[config.mk]
export PLATFORM = sky130hd
export DESIGN_NAME = vrc_regs
export DESIGN_NICKNAME = d
export VERILOG_FILES = /design/src/rtl/vrc_pkg.sv /design/src/rtl/vrc_fc_timer.sv /design/src/rtl/vrc_regs.sv
export VERILOG_INCLUDE_DIRS = /design/src /design/src/rtl
export SDC_FILE = /design/constraint.sdc
export NUM_CORES = 1
export LEC_CHECK = 0
export BUFFER_PORTS_ARGS = -buffer_cell sky130_fd_sc_hd__buf_2
export CORE_ASPECT_RATIO = 1.75
export CORE_UTILIZATION = 45
export CTS_CLUSTER_SIZE = 28
export DETAILED_ROUTE_END_ITERATION = 6
export GPL_TIMING_DRIVEN = 0
export PLACE_DENSITY = 0.72
export SLEW_MARGIN = 40
export SYNTH_ARGS = -nofsm -noshare
export SYNTH_HDL_FRONTEND = slang
export SYNTH_SLANG_ARGS = --single-unit
[constraint.sdc]
create_clock -name clk -period 6.3 [get_ports clk]
set_input_delay 0.315 -clock clk [delete_from_list [all_inputs] [get_ports clk]]
set_output_delay 0.315 -clock clk [all_outputs]
set_load 0.02 [all_outputs]
[src/rtl/vrc_consts.svh]
// vrc_consts.svh: offsets, field positions, reset values and timing counts
// assumes: included by bare name from the timer, the register bank and the bench
`ifndef VRC_CONSTS_SVH
`define VRC_CONSTS_SVH

// register offsets within the module window
`define VRC_OFS_BASE_UPPER   16'h1012
`define VRC_OFS_BASE_LOWER   16'h1014
`define VRC_OFS_SHOT_RESET   16'h1016
`define VRC_OFS_CHAIN_CTRL   16'h101a
`define VRC_OFS_IRQ_THRESH   16'h1020
`define VRC_OFS_STATUS       16'h1022
`define VRC_OFS_TALLY_LOWER  16'h1024
`define VRC_OFS_TALLY_UPPER  16'h1026
`define VRC_OFS_NEXT_EVENT   16'h1028
`define VRC_OFS_NEXT_WORD    16'h102a
`define VRC_OFS_FC_WINDOW    16'h102e

// field positions
`define VRC_CHAIN_FIRST_BIT  0
`define VRC_CHAIN_LAST_BIT   1
`define VRC_STAT_EMPTY_BIT   0
`define VRC_STAT_FULL_BIT    2
`define VRC_STAT_CARD_LSB    4
`define VRC_THRESH_W         5
`define VRC_FC_W             10
`define VRC_TALLY_W          24
`define VRC_PTR_W            10

// reset values
`define VRC_RST_THRESH       5'h00
`define VRC_RST_FC           10'h000
`define VRC_RST_BASE         8'h00
// card type code, value is arbitrary
`define VRC_CARD_CODE        4'ha

// fast-clear window: fixed part 7 us, step 1/32 us, clock 8 ns
`define VRC_FC_FIXED_NS      7000
`define VRC_CLK_NS           8
`define VRC_FC_STEP_NS       31.25
`define VRC_FC_FIXED_CYC     ((`VRC_FC_FIXED_NS + `VRC_CLK_NS - 1) / `VRC_CLK_NS)

`endif

[src/rtl/vrc_pkg.sv]
// vrc_pkg.sv: types shared by the register bank files
// assumes: constants come from vrc_consts.svh
package vrc_pkg;
	typedef enum logic [2:0] {
		VRC_FC_IDLE = 3'b001,
		VRC_FC_OPEN = 3'b010,
		VRC_FC_DONE = 3'b100
	} vrc_fc_state_t;
	typedef logic [15:0] vrc_word_t;
endpackage

[src/rtl/vrc_fc_timer.sv]
// vrc_fc_timer.sv: fast-clear window timer, 7 us plus N steps of 1/32 us
// assumes: one 125 MHz clock, start is a one-cycle pulse
`timescale 1ns/1ps
`include "vrc_consts.svh"
module vrc_fc_timer
	import vrc_pkg::*;
(
	// clock and reset
	input  wire logic                  clk,
	input  wire logic                  sys_rst,
	// control
	input  wire logic                  start,
	input  wire logic [`VRC_FC_W-1:0]  n_steps,
	// result
	output logic                       window_open
);
	vrc_fc_state_t state_r;
	logic [15:0]   cyc_r;
	logic [15:0]   limit_nxt;

	// steps are 31.25 ns = 3.90625 cycles; use n*125/32, rounded down
	always_comb begin
		limit_nxt = 16'(`VRC_FC_FIXED_CYC) + 16'((32'(n_steps) * 32'd125) >> 5);
	end

	// window sequencer, a fresh start reopens the window
	always_ff @(posedge clk) begin
		if (sys_rst) begin
			state_r <= VRC_FC_IDLE;
			cyc_r   <= 16'h0000;
		end else begin
			case (state_r)
				VRC_FC_IDLE, VRC_FC_DONE: begin
					if (start) begin
						state_r <= VRC_FC_OPEN;
						cyc_r   <= 16'h0001;
					end else begin
						state_r <= VRC_FC_IDLE;
					end
				end
				VRC_FC_OPEN: begin
					if (start) begin
						cyc_r <= 16'h0001;
					end else if (cyc_r >= limit_nxt) begin
						state_r <= VRC_FC_DONE;
					end else begin
						cyc_r <= cyc_r + 16'h0001;
					end
				end
				default: state_r <= VRC_FC_IDLE;
			endcase
		end
	end

	assign window_open = (state_r == VRC_FC_OPEN);
endmodule // vrc_fc_timer

[src/rtl/vrc_regs.sv]
// vrc_regs.sv: readout control and status register bank
// assumes: 16-bit bus strobes, one clock; buffer, trigger and mode
// signals come synchronous from the acquisition core.
//
// Function
// - base_address_upper holds A31..A24, writes relocate the module.
// - base_address_lower holds A23..A16, writes relocate the module.
// - any write to single-shot reset pulses module reset; base address is kept.
// - chain bits first/last encode disabled, first, last, intermediate.
// - 5-bit threshold raises interrupt when stored events equal it.
// - threshold resets to zero; zero disables event interrupt.
// - status empty flag reads 1 when output buffer holds nothing.
// - status full flag reads 1 when output buffer is full.
// - four status bits give fixed daughter card type code.
// - 24-bit event tally, low 16 and high 8 bits readable.
// - tally counts all triggers or accepted ones per mode bit 14.
// - tally cleared by counter-reset write, software or hardware reset.
// - in accepted-only mode a data reset also clears tally.
// - write to next-event moves pointer to next event start.
// - write to next-word advances one word, crossing end marker.
// - auto-advance off means pointer moves only on those writes.
// - 10-bit count sets fast-clear window of N steps plus 7 us.
// - auto-advance on moves pointer as words are read out.
`timescale 1ns/1ps
`include "vrc_consts.svh"
module vrc_regs
	import vrc_pkg::*;
(
	// clock and reset
	input  wire logic                     clk,
	input  wire logic                     sys_rst,
	// register access
	input  wire logic                     reg_wr,
	input  wire logic                     reg_rd,
	input  wire logic [15:0]              reg_addr,
	input  wire logic [15:0]              reg_wdata,
	output logic [15:0]                   reg_rdata_r,
	// resets and mode from the core
	input  wire logic                     soft_rst,
	input  wire logic                     data_rst,
	input  wire logic                     tally_clr_wr,
	input  wire logic                     count_every_trigger,
	input  wire logic                     pointer_auto_advance,
	// acquisition events
	input  wire logic                     trig_any,
	input  wire logic                     trig_accepted,
	input  wire logic                     evt_stored,
	input  wire logic                     evt_read_done,
	input  wire logic                     buf_empty,
	input  wire logic                     buf_full,
	input  wire logic                     word_read,
	input  wire logic                     word_is_end,
	input  wire logic [`VRC_PTR_W-1:0]    next_event_addr,
	input  wire logic                     fc_start,
	// results
	output logic                          module_rst_r,
	output logic [7:0]                    base_address_upper_r,
	output logic [7:0]                    base_address_lower_r,
	output logic                          chain_first_r,
	output logic                          chain_last_r,
	output logic                          evt_irq_r,
	output logic [`VRC_PTR_W-1:0]         rd_ptr_r,
	output logic                          fc_window_r
);
	logic [`VRC_THRESH_W-1:0] thresh_r;
	logic [`VRC_FC_W-1:0]     fc_n_r;
	logic [`VRC_TALLY_W-1:0]  tally_r;
	logic [5:0]               stored_r;
	logic [5:0]               stored_nxt;
	logic                     fc_open;
	logic                     wr_hit_upper, wr_hit_lower, wr_hit_shot, wr_hit_chain;
	logic                     wr_hit_thresh, wr_hit_fc, wr_hit_nev, wr_hit_nword;

	////////////////////////////////////////////////////////////////////////
	// write decode
	assign wr_hit_upper  = reg_wr && (reg_addr == `VRC_OFS_BASE_UPPER);
	assign wr_hit_lower  = reg_wr && (reg_addr == `VRC_OFS_BASE_LOWER);
	assign wr_hit_shot   = reg_wr && (reg_addr == `VRC_OFS_SHOT_RESET);
	assign wr_hit_chain  = reg_wr && (reg_addr == `VRC_OFS_CHAIN_CTRL);
	assign wr_hit_thresh = reg_wr && (reg_addr == `VRC_OFS_IRQ_THRESH);
	assign wr_hit_fc     = reg_wr && (reg_addr == `VRC_OFS_FC_WINDOW);
	assign wr_hit_nev    = reg_wr && (reg_addr == `VRC_OFS_NEXT_EVENT);
	assign wr_hit_nword  = reg_wr && (reg_addr == `VRC_OFS_NEXT_WORD);

	////////////////////////////////////////////////////////////////////////
	// base address relocation; only low byte kept, upper bits ignored
	always_ff @(posedge clk) begin
		if (sys_rst) begin
			base_address_upper_r <= `VRC_RST_BASE;
			base_address_lower_r <= `VRC_RST_BASE;
		end else begin
			if (wr_hit_upper)
				base_address_upper_r <= reg_wdata[7:0];
			if (wr_hit_lower)
				base_address_lower_r <= reg_wdata[7:0];
		end
	end

	// single-shot reset: data value discarded, one-cycle pulse out
	always_ff @(posedge clk) begin
		if (sys_rst)
			module_rst_r <= 1'b0;
		else
			module_rst_r <= wr_hit_shot;
	end

	// chain role; the two bits are the whole encoding
	always_ff @(posedge clk) begin
		if (sys_rst || module_rst_r) begin
			chain_first_r <= 1'b0;
			chain_last_r  <= 1'b0;
		end else if (wr_hit_chain) begin
			chain_first_r <= reg_wdata[`VRC_CHAIN_FIRST_BIT];
			chain_last_r  <= reg_wdata[`VRC_CHAIN_LAST_BIT];
		end
	end

	// threshold and fast-clear count
	always_ff @(posedge clk) begin
		if (sys_rst || module_rst_r) begin
			thresh_r <= `VRC_RST_THRESH;
			fc_n_r   <= `VRC_RST_FC;
		end else begin
			if (wr_hit_thresh)
				thresh_r <= reg_wdata[`VRC_THRESH_W-1:0];
			if (wr_hit_fc)
				fc_n_r <= reg_wdata[`VRC_FC_W-1:0];
		end
	end

	////////////////////////////////////////////////////////////////////////
	// stored-event count, saturating; data reset empties the buffer
	always_comb begin
		stored_nxt = stored_r;
		if (evt_stored && !evt_read_done && stored_r != 6'h3f)
			stored_nxt = stored_r + 6'h01;
		else if (!evt_stored && evt_read_done && stored_r != 6'h00)
			stored_nxt = stored_r - 6'h01;
	end

	always_ff @(posedge clk) begin
		if (sys_rst || module_rst_r || soft_rst || data_rst)
			stored_r <= 6'h00;
		else
			stored_r <= stored_nxt;
	end

	// irq level while count equals threshold; zero disables
	// a cycle that empties the count must not flag the stale value
	always_ff @(posedge clk) begin
		if (sys_rst || module_rst_r)
			evt_irq_r <= 1'b0;
		else
			evt_irq_r <= !soft_rst && !data_rst && (thresh_r != 5'h00)
				&& (stored_nxt == {1'b0, thresh_r});
	end

	////////////////////////////////////////////////////////////////////////
	// event tally; set loses to clear since the core cleared the data
	always_ff @(posedge clk) begin
		if (sys_rst || module_rst_r || soft_rst || tally_clr_wr)
			tally_r <= 24'h000000;
		else if (data_rst && !count_every_trigger)
			tally_r <= 24'h000000;
		else if (count_every_trigger ? trig_any : trig_accepted)
			tally_r <= tally_r + 24'h000001;
	end

	////////////////////////////////////////////////////////////////////////
	// read pointer: manual writes always act, readout only in auto mode
	always_ff @(posedge clk) begin
		if (sys_rst || module_rst_r || soft_rst || data_rst)
			rd_ptr_r <= '0;
		else if (wr_hit_nev)
			rd_ptr_r <= next_event_addr;
		else if (wr_hit_nword)
			rd_ptr_r <= word_is_end ? next_event_addr : rd_ptr_r + 10'h001;
		else if (pointer_auto_advance && word_read)
			rd_ptr_r <= rd_ptr_r + 10'h001;
	end

	////////////////////////////////////////////////////////////////////////
	// fast-clear window
	vrc_fc_timer u_fc (
		.clk         (clk),
		.sys_rst     (sys_rst || module_rst_r),
		.start       (fc_start),
		.n_steps     (fc_n_r),
		.window_open (fc_open)
	);

	always_ff @(posedge clk) begin
		if (sys_rst)
			fc_window_r <= 1'b0;
		else
			fc_window_r <= fc_open;
	end

	////////////////////////////////////////////////////////////////////////
	// read mux; unmapped and write-only locations read zero
	always_ff @(posedge clk) begin
		if (sys_rst)
			reg_rdata_r <= 16'h0000;
		else if (reg_rd) begin
			case (reg_addr)
				`VRC_OFS_BASE_UPPER:  reg_rdata_r <= {8'h00, base_address_upper_r};
				`VRC_OFS_BASE_LOWER:  reg_rdata_r <= {8'h00, base_address_lower_r};
				`VRC_OFS_CHAIN_CTRL:  reg_rdata_r <= {14'h0000, chain_last_r, chain_first_r};
				`VRC_OFS_IRQ_THRESH:  reg_rdata_r <= {11'h000, thresh_r};
				`VRC_OFS_STATUS: begin
					reg_rdata_r <= 16'h0000;
					reg_rdata_r[`VRC_STAT_EMPTY_BIT] <= buf_empty;
					reg_rdata_r[`VRC_STAT_FULL_BIT]  <= buf_full;
					reg_rdata_r[`VRC_STAT_CARD_LSB +: 4] <= `VRC_CARD_CODE;
				end
				`VRC_OFS_TALLY_LOWER: reg_rdata_r <= tally_r[15:0];
				`VRC_OFS_TALLY_UPPER: reg_rdata_r <= {8'h00, tally_r[23:16]};
				`VRC_OFS_FC_WINDOW:   reg_rdata_r <= {6'h00, fc_n_r};
				default:              reg_rdata_r <= 16'h0000;
			endcase
		end
	end

	////////////////////////////////////////////////////////////////////////
	// checks
	property p_shot_reset;
		@(posedge clk) disable iff (sys_rst) wr_hit_shot |=> module_rst_r;
	endproperty
	a_shot_reset: assert property (p_shot_reset) else $error("shot reset missed");

	property p_irq_zero;
		@(posedge clk) disable iff (sys_rst) (thresh_r == 5'h00) |=> !evt_irq_r;
	endproperty
	a_irq_zero: assert property (p_irq_zero) else $error("irq with zero threshold");

	property p_irq_eq;
		@(posedge clk) disable iff (sys_rst || module_rst_r)
			evt_irq_r |-> ($past(stored_nxt) == {1'b0, $past(thresh_r)});
	endproperty
	a_irq_eq: assert property (p_irq_eq) else $error("irq without match");

	property p_tally_clr;
		@(posedge clk) disable iff (sys_rst) tally_clr_wr |=> (tally_r == 24'h000000);
	endproperty
	a_tally_clr: assert property (p_tally_clr) else $error("tally not cleared");

	property p_tally_data;
		@(posedge clk) disable iff (sys_rst)
			(data_rst && !count_every_trigger) |=> (tally_r == 24'h000000);
	endproperty
	a_tally_data: assert property (p_tally_data) else $error("tally kept on data reset");

	property p_tally_inc;
		@(posedge clk) disable iff (sys_rst)
			(!soft_rst && !tally_clr_wr && !data_rst && !module_rst_r && trig_any
			 && count_every_trigger) |=> (tally_r == $past(tally_r) + 24'h000001);
	endproperty
	a_tally_inc: assert property (p_tally_inc) else $error("tally missed trigger");

	property p_ptr_hold;
		@(posedge clk) disable iff (sys_rst)
			(!pointer_auto_advance && !wr_hit_nev && !wr_hit_nword && !soft_rst
			 && !data_rst && !module_rst_r) |=> $stable(rd_ptr_r);
	endproperty
	a_ptr_hold: assert property (p_ptr_hold) else $error("pointer moved");

	property p_next_event;
		@(posedge clk) disable iff (sys_rst)
			(wr_hit_nev && !soft_rst && !data_rst && !module_rst_r)
			|=> (rd_ptr_r == $past(next_event_addr));
	endproperty
	a_next_event: assert property (p_next_event) else $error("next event wrong");

	property p_base_wr;
		@(posedge clk) disable iff (sys_rst)
			wr_hit_upper |=> (base_address_upper_r == $past(reg_wdata[7:0]));
	endproperty
	a_base_wr: assert property (p_base_wr) else $error("base upper not written");

	property p_chain_wr;
		@(posedge clk) disable iff (sys_rst)
			(wr_hit_chain && !module_rst_r)
			|=> (chain_first_r == $past(reg_wdata[`VRC_CHAIN_FIRST_BIT])
				&& chain_last_r == $past(reg_wdata[`VRC_CHAIN_LAST_BIT]));
	endproperty
	a_chain_wr: assert property (p_chain_wr) else $error("chain role not written");

	property p_next_word;
		@(posedge clk) disable iff (sys_rst)
			(wr_hit_nword && !word_is_end && !soft_rst && !data_rst && !module_rst_r)
			|=> (rd_ptr_r == $past(rd_ptr_r) + 10'h001);
	endproperty
	a_next_word: assert property (p_next_word) else $error("next word wrong");

	property p_ptr_auto;
		@(posedge clk) disable iff (sys_rst)
			(pointer_auto_advance && word_read && !wr_hit_nev && !wr_hit_nword
			 && !soft_rst && !data_rst && !module_rst_r)
			|=> (rd_ptr_r == $past(rd_ptr_r) + 10'h001);
	endproperty
	a_ptr_auto: assert property (p_ptr_auto) else $error("pointer not advanced");

	property p_fc_open;
		@(posedge clk) disable iff (sys_rst)
			(fc_start && !module_rst_r) |-> ##2 fc_window_r;
	endproperty
	a_fc_open: assert property (p_fc_open) else $error("fast clear window not opened");

	c_shot:  cover property (@(posedge clk) wr_hit_shot);
	c_irq:   cover property (@(posedge clk) evt_irq_r);
	c_nword: cover property (@(posedge clk) wr_hit_nword ##1 wr_hit_nev);
	c_fc:    cover property (@(posedge clk) fc_open ##1 !fc_open);
endmodule // vrc_regs

* Word level (Yosys, flattened, before mapping)
Index checks and enable logic that the tools add are counted.
Word-level totals: memory bits (writable) 0, input bits 60, logic and storage cells 93, latch bits 0, memories kept 0, ROM bits 0, output and inout bits 47, register bits after elaboration 111
Cells by class: equal/unequal tests 20, muxes and demuxes 16, bitwise gates (word level) 0, reduce and logical (&&, ||, !) cells 34, div/mod/pow operators 0, $lt $le $gt $ge 1, shift-type cells 0, multipliers 1, add/subtract/negate cells 6
Operators by type and width (count):
- equality test 16 x 13 -> 1 bit, second input constant | 11
- case mux 16 bit (8 select lines) | 1
- 2-to-1 mux 16 bit | 3
- 2-to-1 mux 10 bit | 4
- case mux 16 bit (2 select lines) | 1
- adder 24 x 1 -> 24 bit, second input constant | 1
- logical AND 1 bit | 17
- multiplier 10 x 7 -> 17 bit, second input constant | 1
- adder 16 x 1 -> 16 bit, second input constant | 1
- >= comparator 16 bit | 1
- adder 10 x 12 -> 13 bit, first input constant | 1
- 2-to-1 mux 6 bit | 2
- adder 10 x 1 -> 10 bit, second input constant | 1
- adder 6 x 1 -> 6 bit, second input constant | 1
- equality test 6 x 5 -> 1 bit | 1
- 2-to-1 mux 3 bit | 2
- != test 6 bit, second input constant | 1
- case mux 3 bit (2 select lines) | 1
- nonzero test 6 bit | 1
- subtractor 6 x 1 -> 6 bit, second input constant | 1
- zero test 1 bit | 5
- nonzero test 5 bit | 1
- logical OR 1 bit | 4
- != test 2 bit, second input constant | 2
- other kinds (12) | 13

* Longest topological paths before layout
Gate-level depths: netlist (run 1).
depth in word-level cells 7, gate-level depth with buffers 27, depth with buffers taken out 26

* Cells and area by module
A second synthesis (run 1) with hierarchy kept.
Second synthesis, totals: cells, all modules 992, area total of the unflattened synthesis 8196.6 sq um
Modules (own cells, without submodules):
- vrc_regs | cells each 593, times used 1, area an instance 4790.8 sq um
- vrc_fc_timer | cells each 399, times used 1, area an instance 3405.8 sq um

* Least setup slack after synthesis (run 1)
No wires, ideal clock.
path type reg2reg, start point register fc_n_r[2], end point register u_fc.cyc_r[5], cell stages (with the launch flop) 27, required time 6.240 ns, arrival 6.672 ns, library setup time 0.060 ns, path slack -0.432 ns, clock period less this slack 6.732 ns, cells stage by stage dfxtp_1 inv_1 fa_1 fa_1 inv_1 fa_1 inv_1 fa_1 inv_1 ha_1 clkbuf_1 a211oi_1 o21ai_0 o2111ai_1 nor2b_1 mux2_2 a221oi_2 xor2_1 ha_1 a21o_1 a21o_1 a21oi_1 nand2_1 a21oi_1 inv_1 a21oi_1 a41o_1
Between the ends: longest elaborated chain between the ends 5
RTL lines:
- start, declared | RTL line vrc_regs.sv:66 | logic [`VRC_FC_W-1:0] fc_n_r;
- start signal, assigned | RTL line vrc_regs.sv:122 | fc_n_r <= `VRC_RST_FC;
- start signal, assigned | RTL line vrc_regs.sv:127 | fc_n_r <= reg_wdata[`VRC_FC_W-1:0];
- multiplier 10 x 7 -> 17 bit | RTL line vrc_fc_timer.sv:23 | limit_nxt = 16'(`VRC_FC_FIXED_CYC) + 16'((32'(n_steps) * 32'd125) >> 5);
- adder 10 x 12 -> 13 bit | RTL line vrc_fc_timer.sv:23
- >= comparator 16 bit | RTL line vrc_fc_timer.sv:44 | end else if (cyc_r >= limit_nxt) begin
- != test 3 bit (no source line)
- AND reduction 3 bit (no source line)
- end signal, assigned | RTL line vrc_fc_timer.sv:47 | cyc_r <= cyc_r + 16'h0001;
- end, declared | RTL line vrc_fc_timer.sv:18 | logic [15:0] cyc_r;
Every way passes these cells. A chain may end at the register's enable or synchronous reset.

* Final worst setup path (run 1)
start point register fc_n_r[0], end point register u_fc.cyc_r[3]
The elaborated chain is that of the path after synthesis.

==> metrics.md, run 1 <==
| Metric | Value |
|---|---|
| Status | `complete, but fails checks` |
| Failing checks | `setup timing` |
| Max Freq | `about 150 MHz` |
| Compound-Gate Fraction of Synth Area | `0.1747` |
| Seq/Total Area, Yosys | `0.2927` |
| CTS buffer count | `9` |
| Worst slew margin | `0.4918` |
| Dpl ws | `-0.7130 ns` |
| I/O pin cnt | `107` |
| Die height | `between 150 and 200 um` |
| Leakage power | `~4 nW` |
| Worst Setup SP | `fc_n_r[0]$_SDFFE_PP0P_` |
| Main synth FF type | `dfxtp_1` |
| Initial DRC Count | `303` |
| Pre-antenna DRT Iters | `5` |
| Synth top cells by count | `dfxtp_1 (111), nor2_1 (90), nand2_1 (84)` |
| Max-cap viol count | `0` |
| Antenna cell count | `0` |
| P&R area growth vs syn | `22.38%` |
| FP Rows | `62` |
| Multi-input logic area | `approximately 5300 um^2` |
| Total grt overflow | `0` |
| R2r endpoint | `u_fc.cyc_r[3]$_SDFFE_PP0P_` |
| Final hold violation count | `0` |
| Hold endpoint | `rd_ptr_r[0]$_SDFFE_PP0P_` |
| # fillers | `1531` |
| Fin crit share | `1.034` |
| CP Max Fanout | `6` |
| WS Path Type | `register to register` |
| Final wirelength | `~22000 um` |
| Pint | `1.028 mW` |
| GPL Wtd Cong | `0.9214` |
| Minimum clock period | `6.511 ns` |
| Clock Sinks | `111` |
| Post-DP HPWL | `17270 um` |
| CP Launch Type | `register` |
| CTS H-tree depth | `3` |
| CTS root buf | `clkbuf_16` |
| Async set-reset flop share out of synthesis | `0` |
| Cells on Worst Hold Path | `3` |
| Source of the worst register-to-register timing path | `fc_n_r[0]$_SDFFE_PP0P_` |
| Post-CTS Hold Fix Bufs | `0` |
| Worst-Skew Late Latency | `between 0.3 and 0.4 ns` |
| Layout cells sized above 1 | `0.2038` |
| Synth Area in Simple Gates | `0.2382` |
| Starting Density | `0.4616` |
| Routed len/inst | `17.44 um` |
| Initial antenna violation count | `0` |
| Via density | `5.707` |
| Vias in the first global route | `7354` |
| Net Switching | `0.3642 mW` |
| Min-Delay Path Class | `primary input to register` |
| Pwr Density | `149.9 nW/um^2` |
| R2R Setup Slk | `-0.21 ns` |
| Synthesized instance count | `915` |
| VDD IR-drop max | `0.0001228 V` |
| RSZ-0062 raised after global routing | `true` |
| Pins over their slew limit | `0` |
| CTS tree | `done` |
| Core Util, Final | `0.5649` |
| Vias | `between 7000 and 8000` |
| CORE AREA | `16450 um^2` |
| Final setup violation count | `14` |
| Number of flops mapped to enable cells by yosys | `0` |
| Flop pwr share | `0.510` |
| Adder-cell share of the synthesized area | `0.1721` |
| Pin count of the biggest net entering global routing | `19` |
| Post-synthesis mux area share | `0.01368` |
| CP Data Required Time | `about 6.6 ns` |
| CTS Buffer Depth | `2` |
| First-pass GRT wire length | `36290 um` |
| Clock transition at the registers of the reported paths | `~0.08 ns` |
| Crit end category | `register` |
| Combinational fraction of design power | `0.093` |
| Largest family of logic cells by synthesized area | `simple AND/OR/NAND/NOR gates` |
| Avg Inst Size Synth | `8.296 um^2` |
| Yosys warns | `0` |
| Count leader, synth | `dfxtp_1` |
| Gr usage total | `0.2656` |
| Post-synth top area cell | `dfxtp_1` |
| Die width | `100.2 um` |
| FF+latch area | `2242 um^2` |
| XOR/XNOR Fraction of Synth Area | `0.05868` |
| Die area | `17410 um^2` |
| Sw Share | `0.2615` |
| Final net count | `around 1200` |
| Synth Cell Area | `7591 um^2` |
| Clock power share | `0.397` |
| #FFs+latches synth | `~110` |
| Hold Crit Start | `next_event_addr[0]` |
| Slew @ Worst Pin | `0.7543 ns` |
| DRC Markers | `0` |
| Final setup skew | `0.01317 ns` |
| ANT nets after route | `0` |
| Top post-synthesis cells by area | `dfxtp_1 (29%), ha_1 (9.6%), fa_1 (7.6%)` |
| Syn_nets | `1062` |
| Worst-case reg-to-reg path depth | `25` |
| PortBufs | `94` |
| Synth top area share | `0.2927` |
| Critical Path AT | `6.76 ns` |
| Synth unique cells | `72` |
| Min setup slack post-route | `-0.2111 ns` |
[cells in the final DEF, fill, tap and decap left out, types with 11 or more instances in the layout]
cell type	Yosys	final
dfxtp_1	111	105
buf_2	0	94
nor2_1	90	89
nand2_1	84	83
a21oi_1	72	68
nand3_1	69	68
inv_1	61	54
ha_1	58	53
clkbuf_1	38	36
buf_4	0	32
fa_1	29	29
xor2_1	29	28
xnor2_1	20	20
nand4_1	17	17
o21ai_0	18	16
and3_1	15	15
nor3_1	18	14
nor2b_1	14	13
a22oi_1	11	11
[flip-flops by register name (all words and copies together) (netlist names)]
signal                count
u_fc.state_r              3
evt_irq_r                 1
module_rst_r              1
base_address_lower_r      8
rd_ptr_r                 10
fc_window_r               1
reg_rdata_r              16
chain_first_r             1
base_address_upper_r      8
tally_r                  24
thresh_r                  5
chain_last_r              1
u_fc.cyc_r               16
stored_r                  6
fc_n_r                   10
[metal layers]
metal  vias to the layer above  track usage  routed length [um]
li1                       3547            -                   -
met1                      3489       0.2547                7754
met2                       228       0.5009               12090
met3                        92      0.04113                 917
met4                         0       0.1842                1716
met5                         -            0                   0
[layout make-up]
cell class / count / share of cell area
Clock inverter: 5 / 0.004444
Inverter: 61 / 0.02572
Clock buffer: 11 / 0.02505
Sequential cell: 111 / 0.2413
Timing Repair Buffer: 134 / 0.08741
Multi-Input combinational cell: 703 / 0.5659
Tap cell: 224 / 0.03017
Buffer: 40 / 0.01993
[metrics by stage]
step / power (mW) / setup TNS, ns / area, um^2 / cells / hold WS [ns]
2_1_floorplan: 0.7940 / 0 / 7661 / 915 / 0.4259
3_3_place_gp: 0.8394 / -8.165 / 8412 / 1233 / 0.4423
3_5_place_dp: 0.8406 / -9.932 / 8431 / 1233 / 0.4444
4_1_cts: 1.393 / -1.676 / 9072 / 1280 / 0.2098
5_1_grt: 1.437 / -5.749 / 9290 / 1289 / 0.2297
6_report: 1.393 / -2.116 / 9290 / 1289 / 0.2200
[worst max-delay path by stage]
| stage | endpoint | slack (ns) |
|---|---|---|
| after CTS | u_fc.cyc_r[3]$_SDFFE_PP0P_ | -0.20 |
| after global routing | u_fc.cyc_r[5]$_SDFFE_PP0P_ | -0.43 |
| after detailed placement | u_fc.cyc_r[2]$_SDFFE_PP0P_ | -0.71 |
| final | u_fc.cyc_r[3]$_SDFFE_PP0P_ | -0.21 |
| after global placement | u_fc.cyc_r[5]$_SDFFE_PP0P_ | -0.63 |
| after floorplan | u_fc.cyc_r[9]$_SDFFE_PP0P_ | 0.002 |
[critical path, stage by stage (launching register included)]
cell and delay [ns]:
dfxtp_4 0.35, fa_1 0.50, fa_1 0.51, inv_1 0.06, fa_1 0.44, fa_1 0.50, inv_2 0.05, ha_4 0.15
or3_4 0.33, o22a_4 0.24, or4_4 0.53, o2111ai_4 0.13, a31oi_4 0.13, buf_6 0.14, o21bai_4 0.17, a221oi_4 0.26
xor2_1 0.19, ha_1 0.27, a21o_1 0.16, a21o_1 0.16, a21oi_2 0.21, nand2_2 0.10, a21oi_4 0.24, inv_4 0.09
a32o_1 0.28, a22o_1 0.21
[power groups by stage]
stage / Combinational (mW) / Sequential, mW / Clock [mW]
global placement: 0.111 / 0.728 / 0
CTS: 0.123 / 0.710 / 0.560
global route: 0.140 / 0.711 / 0.585
detailed placement: 0.112 / 0.728 / 0
floorplan: 0.0637 / 0.730 / 0
finish: 0.130 / 0.710 / 0.553
[cells by family after synthesis]
logic type	count (synthesis)
AND/OR/NAND/NOR	366
AO/OA/AOI/OAI	190
flip-flops	111
buffers and inverters	101
adder cells (fa/ha/maj)	87
XOR/XNOR	50
multiplexers	10
[timing repair]
| action | CTS | global route |
|---|---|---|
| setup buffers | 30 | 9 |
| setup endpoints to repair | 17 | 17 |
| resized for setup | 34 | 28 |
| pin swaps | 34 | 29 |
| gates cloned | 1 | 0 |
Note: power is estimated with default switching activity, not from simulation.
==> run 2, diff against run 1 <==
- ABC_AREA: default -> 1
- PLACE_DENSITY: 0.72 -> 0.71
==> metrics.md, run 2 <==
| Metric | Value |
|---|---|
| Status | `complete, no violations (was complete, but fails checks)` |
| CP Max Fanout | `10 (was 6)` |
| I/O pin cnt | `107 (unchanged)` |
| DRC Markers | `0 (unchanged)` |
| Commonest non-fill, non-tap cell in the layout | `nand2_1 (was dfxtp_1)` |
| P&R area growth vs syn | `13.25% (was 22.38%)` |
| CTS tree | `done (unchanged)` |
| Avg Inst Size Synth | `7.223 um^2 (was 8.296 um^2)` |
| CP Buf/Inv Count | `6 (was 4)` |
| Worst-Skew Late Latency | `0.35 ns (was 0.36 ns)` |
| CP Capture Point | `u_fc.cyc_r[11]$_SDFFE_PP0P_ (was u_fc.cyc_r[3]$_SDFFE_PP0P_)` |
| Max Freq | `169.4 MHz (was 153.6 MHz)` |
| Worst-case reg-to-reg path depth | `29 (was 25)` |
| Synthesized instance count | `1128 (was 915)` |
| Crit end category | `register (unchanged)` |
| Final hold violation count | `0 (unchanged)` |
| Total grt overflow | `0 (unchanged)` |
| Clock Sinks | `111 (unchanged)` |
| Post-DP HPWL | `17820 um (was 17270 um)` |
| Number of flip-flops in the largest register | `24 (unchanged)` |
| Critical Path AT | `6.15 ns (was 6.76 ns)` |
| Source of the worst register-to-register timing path | `fc_n_r[5]$_SDFFE_PP0P_ (was fc_n_r[0]$_SDFFE_PP0P_)` |
| Biggest register | `tally_r (unchanged)` |
| Initial DRC Count | `344 (was 303)` |
| Die height | `180.0 um (was 173.8 um)` |
| Slowest stage cell, crit path | `fa_1 (was or4_4)` |
| Min-Delay Path Class | `primary input to register (unchanged)` |
| Worst slew margin | `0.4762 (was 0.4918)` |
| # fillers | `1786 (was 1531)` |
| Antenna cell count | `0 (unchanged)` |
| CORE AREA | `17620 um^2 (was 16450 um^2)` |
| Slew @ Worst Pin | `0.7857 ns (was 0.7543 ns)` |
| ANT nets after route | `0 (unchanged)` |
| CP most frequent cell | `nand2_1 (was fa_1)` |
| Async set-reset flop share out of synthesis | `0 (unchanged)` |
| Die width | `103.7 um (was 100.2 um)` |
| Final net count | `1383 (was 1207)` |
| PortBufs | `97 (was 94)` |
| Routed len/inst | `14.83 um (was 17.44 um)` |
| Post-CTS Hold Fix Bufs | `0 (unchanged)` |
| Fin Setup TNS | `0 ns (was -2.116 ns)` |
| Seq/Total Area, Yosys | `0.2727 (was 0.2927)` |
| GPL Wtd Cong | `0.9283 (was 0.9214)` |
| #FFs+latches synth | `111 (unchanged)` |
| R2R Setup Slk | `0.40 ns (was -0.21 ns)` |
| Post-synth top area cell | `dfxtp_1 (unchanged)` |
| Minimum clock period | `5.905 ns (was 6.511 ns)` |
| Yosys warns | `0 (unchanged)` |
| Most frequent cells in the layout | `nand2_1 (188), inv_1 (177), nor2_1 (132), dfxtp_1 (108), buf_2 (100) (was dfxtp_1 (105), buf_2 (94), nor2_1 (89), nand2_1 (83))` |
| Synth top cells by count | `nand2_1 (188), inv_1 (180), nor2_1 (132) (was dfxtp_1 (111), nor2_1 (90), nand2_1 (84))` |
| CP Data Required Time | `6.55 ns (about the same)` |
| Synth unique cells | `50 (was 72)` |
| First-pass GRT wire length | `35860 um (was 36290 um)` |
| Pins over their slew limit | `0 (unchanged)` |
| Clock transition at the registers of the reported paths | `0.08 ns (about the same)` |
| Min setup slack post-route | `0.3951 ns (was -0.2111 ns)` |
| Number of flops mapped to enable cells by yosys | `0 (unchanged)` |
| VDD IR-drop max | `0.0001633 V (was 0.0001228 V)` |
| Dpl ws | `0.1688 ns (was -0.7130 ns)` |
| Hold Crit Start | `next_event_addr[2] (was next_event_addr[0])` |
| Pin count of the biggest net entering global routing | `19 (unchanged)` |
| Crit path depth | `29 (was 25)` |
| Post-CTS setup buffers | `0 (was 30)` |
| Final wirelength | `21810 um (was 22480 um)` |
| CTS root buf | `clkbuf_16 (unchanged)` |
| Main synth FF type | `dfxtp_1 (unchanged)` |
| Vias in the first global route | `7756 (was 7354)` |
| FP Rows | `64 (was 62)` |
| Synth Cell Area | `8148 um^2 (was 7591 um^2)` |
| CP top delay family | `adder cells (unchanged)` |
| Starting Density | `0.4625 (was 0.4616)` |
| Die area | `18670 um^2 (was 17410 um^2)` |
| Final setup skew | `0.007836 ns (was 0.01317 ns)` |
| WS Path Type | `register to register (unchanged)` |
| CTS H-tree depth | `3 (unchanged)` |
| RSZ-0062 raised after global routing | `false (was true)` |
| Post-CTS resize count | `0 (was 34)` |
| Leakage power | `4.261 nW (was 3.897 nW)` |
| Final setup violation count | `0 (was 14)` |
| Fin crit share | `0.9373 (was 1.034)` |
| Critical Path Max Stage Delay | `0.51 ns (was 0.53 ns)` |
| Vias | `7769 (was 7356)` |
| Max-cap viol count | `0 (unchanged)` |
| CTS buffer count | `9 (unchanged)` |
| Largest registers | `tally_r (24), reg_rdata_r (16), u_fc.cyc_r (16) (unchanged)` |
| Worst Setup SP | `fc_n_r[5]$_SDFFE_PP0P_ (was fc_n_r[0]$_SDFFE_PP0P_)` |
| Pre-antenna DRT Iters | `6 (was 5)` |
| Via density | `5.281 (was 5.707)` |
| Count leader, synth | `nand2_1 (was dfxtp_1)` |
| CTS Buffer Depth | `2 (unchanged)` |
| Pwr Density | `154.8 nW/um^2 (was 149.9 nW/um^2)` |
| R2r endpoint | `u_fc.cyc_r[11]$_SDFFE_PP0P_ (was u_fc.cyc_r[3]$_SDFFE_PP0P_)` |
| Syn_nets | `1275 (was 1062)` |
| Top post-synthesis cells by area | `dfxtp_1 (27%), ha_1 (8.9%), nand2_1 (8.7%) (was dfxtp_1 (29%), ha_1 (9.6%), fa_1 (7.6%))` |
| Synth top area share | `0.2727 (was 0.2927)` |
| Initial antenna violation count | `0 (unchanged)` |
| CP Launch Type | `register (unchanged)` |
| Gr usage total | `0.2387 (was 0.2656)` |
| Layout cells sized above 1 | `0.1653 (was 0.2038)` |
-- run 2: how the worst min path moves through the flow --
stage	end	slack, ns	depth (start not counted)
6_report	rd_ptr_r[2]$_SDFFE_PP0P_	0.24	3
5_1_grt	rd_ptr_r[2]$_SDFFE_PP0P_	0.26	3
2_1_floorplan	tally_r[23]$_SDFFE_PP0P_	0.44	2
3_5_place_dp	reg_rdata_r[1]$_SDFFE_PP0P_	0.45	2
4_1_cts	rd_ptr_r[2]$_SDFFE_PP0P_	0.23	3
3_3_place_gp	reg_rdata_r[8]$_SDFFE_PP0P_	0.45	2
-- run 2: tightest hold or removal path, stage by stage --
cell and delay [ns]:
buf_2 0.08, o21ai_1 0.06, a21oi_1 0.11
-- run 2: final cells by class --
class / instances / area [um^2] / area share
flip-flops and latches: 111 / 2226 / 0.2412
inverters: 197 / 739.5 / 0.08014
plain buffers: 21 / 135.1 / 0.01464
repair buffers: 97 / 485.5 / 0.05261
well taps: 231 / 289.0 / 0.03132
clock buffers: 10 / 239.0 / 0.02590
clock inverters: 5 / 42.54 / 0.004610
multi-input cells: 799 / 5071 / 0.5496
-- run 2: cells by family (layout without fill, tap and decap cells) --
logic type / after synthesis / in the layout / synth area share
AND/OR/NAND/NOR: 461 / 461 / 0.2634
buffers and inverters: 218 / 330 / 0.1073
AO/OA/AOI/OAI: 216 / 216 / 0.1549
flip-flops: 111 / 111 / 0.2727
adder cells (fa/ha/maj): 87 / 87 / 0.1603
XOR/XNOR: 35 / 35 / 0.04131
-- run 2: per-stage QoR --
stage | hold WS, ns | power [mW] | util | instances | cell area (um^2)
final | 0.2448 | 1.429 | 0.5238 | 1471 | 9228
after global routing | 0.2644 | 1.485 | 0.5238 | 1471 | 9228
after CTS | 0.2320 | 1.439 | 0.5224 | 1471 | 9204
after detailed placement | 0.4528 | 0.8767 | 0.5065 | 1456 | 8922
after global placement | 0.4538 | 0.8743 | 0.5065 | 1456 | 8922
after floorplan | 0.4441 | 0.8235 | - | 1128 | 8148
-- run 2: layer usage --
| metal | track usage | wire length, um | vias up |
|---|---|---|---|
| met2 | 0.4835 | 12050 | 221 |
| met4 | 0.1097 | 1009 | 0 |
| met5 | 0 | 0 | - |
| met1 | 0.2335 | 7859 | 3581 |
| li1 | - | - | 3896 |
| met3 | 0.03118 | 890 | 71 |
-- run 2: where the power goes --
part	switching [mW]	total (mW)	internal (mW)
logic	0.0904	0.139	0.0488
registers	0.0113	0.722	0.711
clock network	0.285	0.568	0.283
total	0.386	1.43	1.04
==> run 3, diff against run 2 <==
- PLACE_DENSITY: 0.71 -> 0.69
- clock period: 6.3 -> 6.1 ns (I/O delays scaled with it)
==> metrics.md, run 3 (synthesized netlist as in run 2, its figures left out) <==
| Metric | Value |
|---|---|
| Net Switching | `0.4350 mW (was 0.3862 mW)` |
| P&R area growth vs syn | `14.88% (was 13.25%)` |
| Post-route cell area | `9360 um^2 (was 9228 um^2)` |
| Worst-Skew Late Latency | `0.37 ns (was 0.35 ns)` |
| WS Path Type | `register to register (unchanged)` |
| Final hold violation count | `0 (unchanged)` |
| Min setup slack post-route | `0.3575 ns (was 0.3951 ns)` |
| Tot Pwr | `1.557 mW (was 1.429 mW)` |
| Final wirelength | `21820 um (was 21810 um)` |
| Minimum clock period | `5.743 ns (was 5.905 ns)` |
| Max Freq | `174.1 MHz (was 169.4 MHz)` |
| GPL Wtd Cong | `0.9161 (was 0.9283)` |
| Commonest non-fill, non-tap cell in the layout | `nand2_1 (unchanged)` |
| Number of flip-flops in the largest register | `24 (unchanged)` |
| Initial antenna violation count | `0 (unchanged)` |
| Worst Setup SP | `fc_n_r[2]$_SDFFE_PP0P_ (was fc_n_r[5]$_SDFFE_PP0P_)` |
| CORE AREA | `17620 um^2 (unchanged)` |
| Pint | `1.122 mW (was 1.043 mW)` |
| CTS buffer count | `9 (unchanged)` |
| Combinational fraction of design power | `0.093 (was 0.097)` |
| Clock power share | `0.428 (was 0.397)` |
| FP Rows | `64 (unchanged)` |
| Largest registers | `tally_r (24), reg_rdata_r (16), u_fc.cyc_r (16) (unchanged)` |
| PortBufs | `97 (unchanged)` |
| Initial DRC Count | `257 (was 344)` |
| Total grt overflow | `0 (unchanged)` |
| Final setup skew | `0.02421 ns (was 0.007836 ns)` |
| CP Max Fanout | `10 (unchanged)` |
| Vias in the first global route | `7751 (was 7756)` |
| Slew @ Worst Pin | `0.7972 ns (was 0.7857 ns)` |
| Clock transition at the registers of the reported paths | `0.10 ns (was 0.08 ns)` |
| I/O pin cnt | `107 (unchanged)` |
| Cells on Worst Hold Path | `3 (unchanged)` |
| CTS tree | `done (unchanged)` |
| Critical Path AT | `6.00 ns (was 6.15 ns)` |
| Worst-case reg-to-reg path depth | `29 (unchanged)` |
| Most frequent cells in the layout | `nand2_1 (185), inv_1 (177), nor2_1 (130), dfxtp_1 (105), buf_2 (100) (was nand2_1 (188), inv_1 (177), nor2_1 (132), dfxtp_1 (108), buf_2 (100))` |
| Final setup violation count | `0 (unchanged)` |
| CTS root buf | `clkbuf_16 (unchanged)` |
| Die width | `103.7 um (unchanged)` |
| Critical Path Max Stage Delay | `0.51 ns (about the same)` |
| Gr usage total | `0.2389 (was 0.2387)` |
| Starting Density | `0.4625 (unchanged)` |
| Via density | `5.233 (was 5.281)` |
| Max-cap viol count | `0 (unchanged)` |
| Biggest register | `tally_r (unchanged)` |
| Pin count of the biggest net entering global routing | `23 (was 19)` |
| Flop pwr share | `0.479 (was 0.505)` |
| Post-DP HPWL | `17740 um (was 17820 um)` |
| Crit end category | `register (unchanged)` |
| Antenna cell count | `0 (unchanged)` |
| Placed inst area | `8922 um^2 (unchanged)` |
| Routed len/inst | `14.83 um (about the same)` |
| Worst slew margin | `0.4685 (was 0.4762)` |
| Die area | `18670 um^2 (unchanged)` |
| ANT nets after route | `0 (unchanged)` |
| Sw Share | `0.2795 (was 0.2703)` |
| Die height | `180.0 um (unchanged)` |
| Final net count | `1383 (unchanged)` |
| CTS Buffer Depth | `2 (unchanged)` |
| Pre-antenna DRT Iters | `4 (was 6)` |
| Source of the worst register-to-register timing path | `fc_n_r[2]$_SDFFE_PP0P_ (was fc_n_r[5]$_SDFFE_PP0P_)` |
| CTS H-tree depth | `3 (unchanged)` |
| Pwr Density | `166.3 nW/um^2 (was 154.8 nW/um^2)` |
| Min-Delay Path Class | `primary input to register (unchanged)` |
| VDD IR-drop max | `0.0001386 V (was 0.0001633 V)` |
| Leakage power | `4.292 nW (was 4.261 nW)` |
| Slowest stage cell, crit path | `fa_1 (unchanged)` |
| Fin crit share | `0.9414 (was 0.9373)` |
| DRC Markers | `0 (unchanged)` |
| Clock Sinks | `111 (unchanged)` |
| Post-CTS setup buffers | `0 (unchanged)` |
| First-pass GRT wire length | `35790 um (was 35860 um)` |
| Vias | `7703 (was 7769)` |
| Dpl ws | `-0.1047 ns (was 0.1688 ns)` |
| Layout cells sized above 1 | `0.1749 (was 0.1653)` |
| R2r endpoint | `u_fc.cyc_r[11]$_SDFFE_PP0P_ (unchanged)` |
| CP Capture Point | `u_fc.cyc_r[11]$_SDFFE_PP0P_ (unchanged)` |
| CP most frequent cell | `nand2_1 (unchanged)` |
| R2R Setup Slk | `0.36 ns (was 0.40 ns)` |
| CP Data Required Time | `6.36 ns (was 6.55 ns)` |
| Hold slack | `0.2270 ns (was 0.2448 ns)` |
| Status | `complete, no violations (unchanged)` |
| Pins over their slew limit | `0 (unchanged)` |
| CP Launch Type | `register (unchanged)` |
-- run 3: changes by cell type in the layout (fill, tap and decap cells not counted), sizes merged --
| cell | change |
|---|---|
| clkbuf | -1 |
| clkinv | +1 |
| bufinv | +1 |
-- run 3: what timing repair did --
action / 4_1_cts / 5_1_grt
pin swaps: 0 / 2
cloned: 0 / 0
hold buffers: 0 / 0
endpoints found under the setup margin: 17 / 18
resized for setup: 2 / 27
-- run 3: how the worst min path moves through the flow --
stage | slack, ns | startpoint | end
2_1_floorplan | 0.44 | reg_wdata[2] | thresh_r[2]$_SDFFE_PP0P_
5_1_grt | 0.23 | next_event_addr[3] | rd_ptr_r[3]$_SDFFE_PP0P_
4_1_cts | 0.22 | reg_wdata[8] | fc_n_r[8]$_SDFFE_PP0P_
3_5_place_dp | 0.45 | reg_rdata_r[13]$_SDFFE_PP0P_ | reg_rdata_r[13]$_SDFFE_PP0P_
3_3_place_gp | 0.45 | tally_r[23]$_SDFFE_PP0P_ | tally_r[23]$_SDFFE_PP0P_
6_report | 0.23 | reg_wdata[8] | fc_n_r[8]$_SDFFE_PP0P_
-- run 3: layout make-up --
type	instances	area (um^2)
Buffer	21	135.1
Clock buffer	9	225.2
Clock inverter	7	110.1
Fill cell	1781	8257
Inverter	197	739.5
Multi-Input combinational cell	799	5144
Sequential cell	111	2232
Tap cell	231	289.0
Timing Repair Buffer	97	485.5
-- run 3: through the flow --
stage	cells	utilization	setup TNS, ns
6_report	1472	0.5313	0
5_1_grt	1472	0.5313	-0.06314
4_1_cts	1472	0.5259	0
3_5_place_dp	1456	0.5065	-1.117
3_3_place_gp	1456	0.5065	0
2_1_floorplan	1128	-	0
-- run 3: critical path: cells and delay by family, from the launching register on --
family	cells	cell delay [ns]
adder cells (fa/ha/maj)	6	2.53
AND/OR/NAND/NOR	12	1.40
AO/OA/AOI/OAI	5	0.79
buffers and inverters	6	0.47
flip-flops	1	0.39
-- run 3: power groups by stage --
stage	Combinational [mW]	Sequential (mW)	Clock [mW]
after floorplan	0.0896	0.761	0
after global placement	0.141	0.762	0
after detailed placement	0.143	0.763	0
after CTS	0.144	0.745	0.671
after global routing	0.163	0.747	0.702
final	0.145	0.745	0.666
-- run 3: layer usage --
layer / GRT usage / vias to the layer above / wire, um
met5: 0 / - / 0
met4: 0.1417 / 0 / 1179
met3: 0.02538 / 66 / 672
met2: 0.4757 / 177 / 11930
met1: 0.2314 / 3576 / 8037
li1: - / 3884 / -
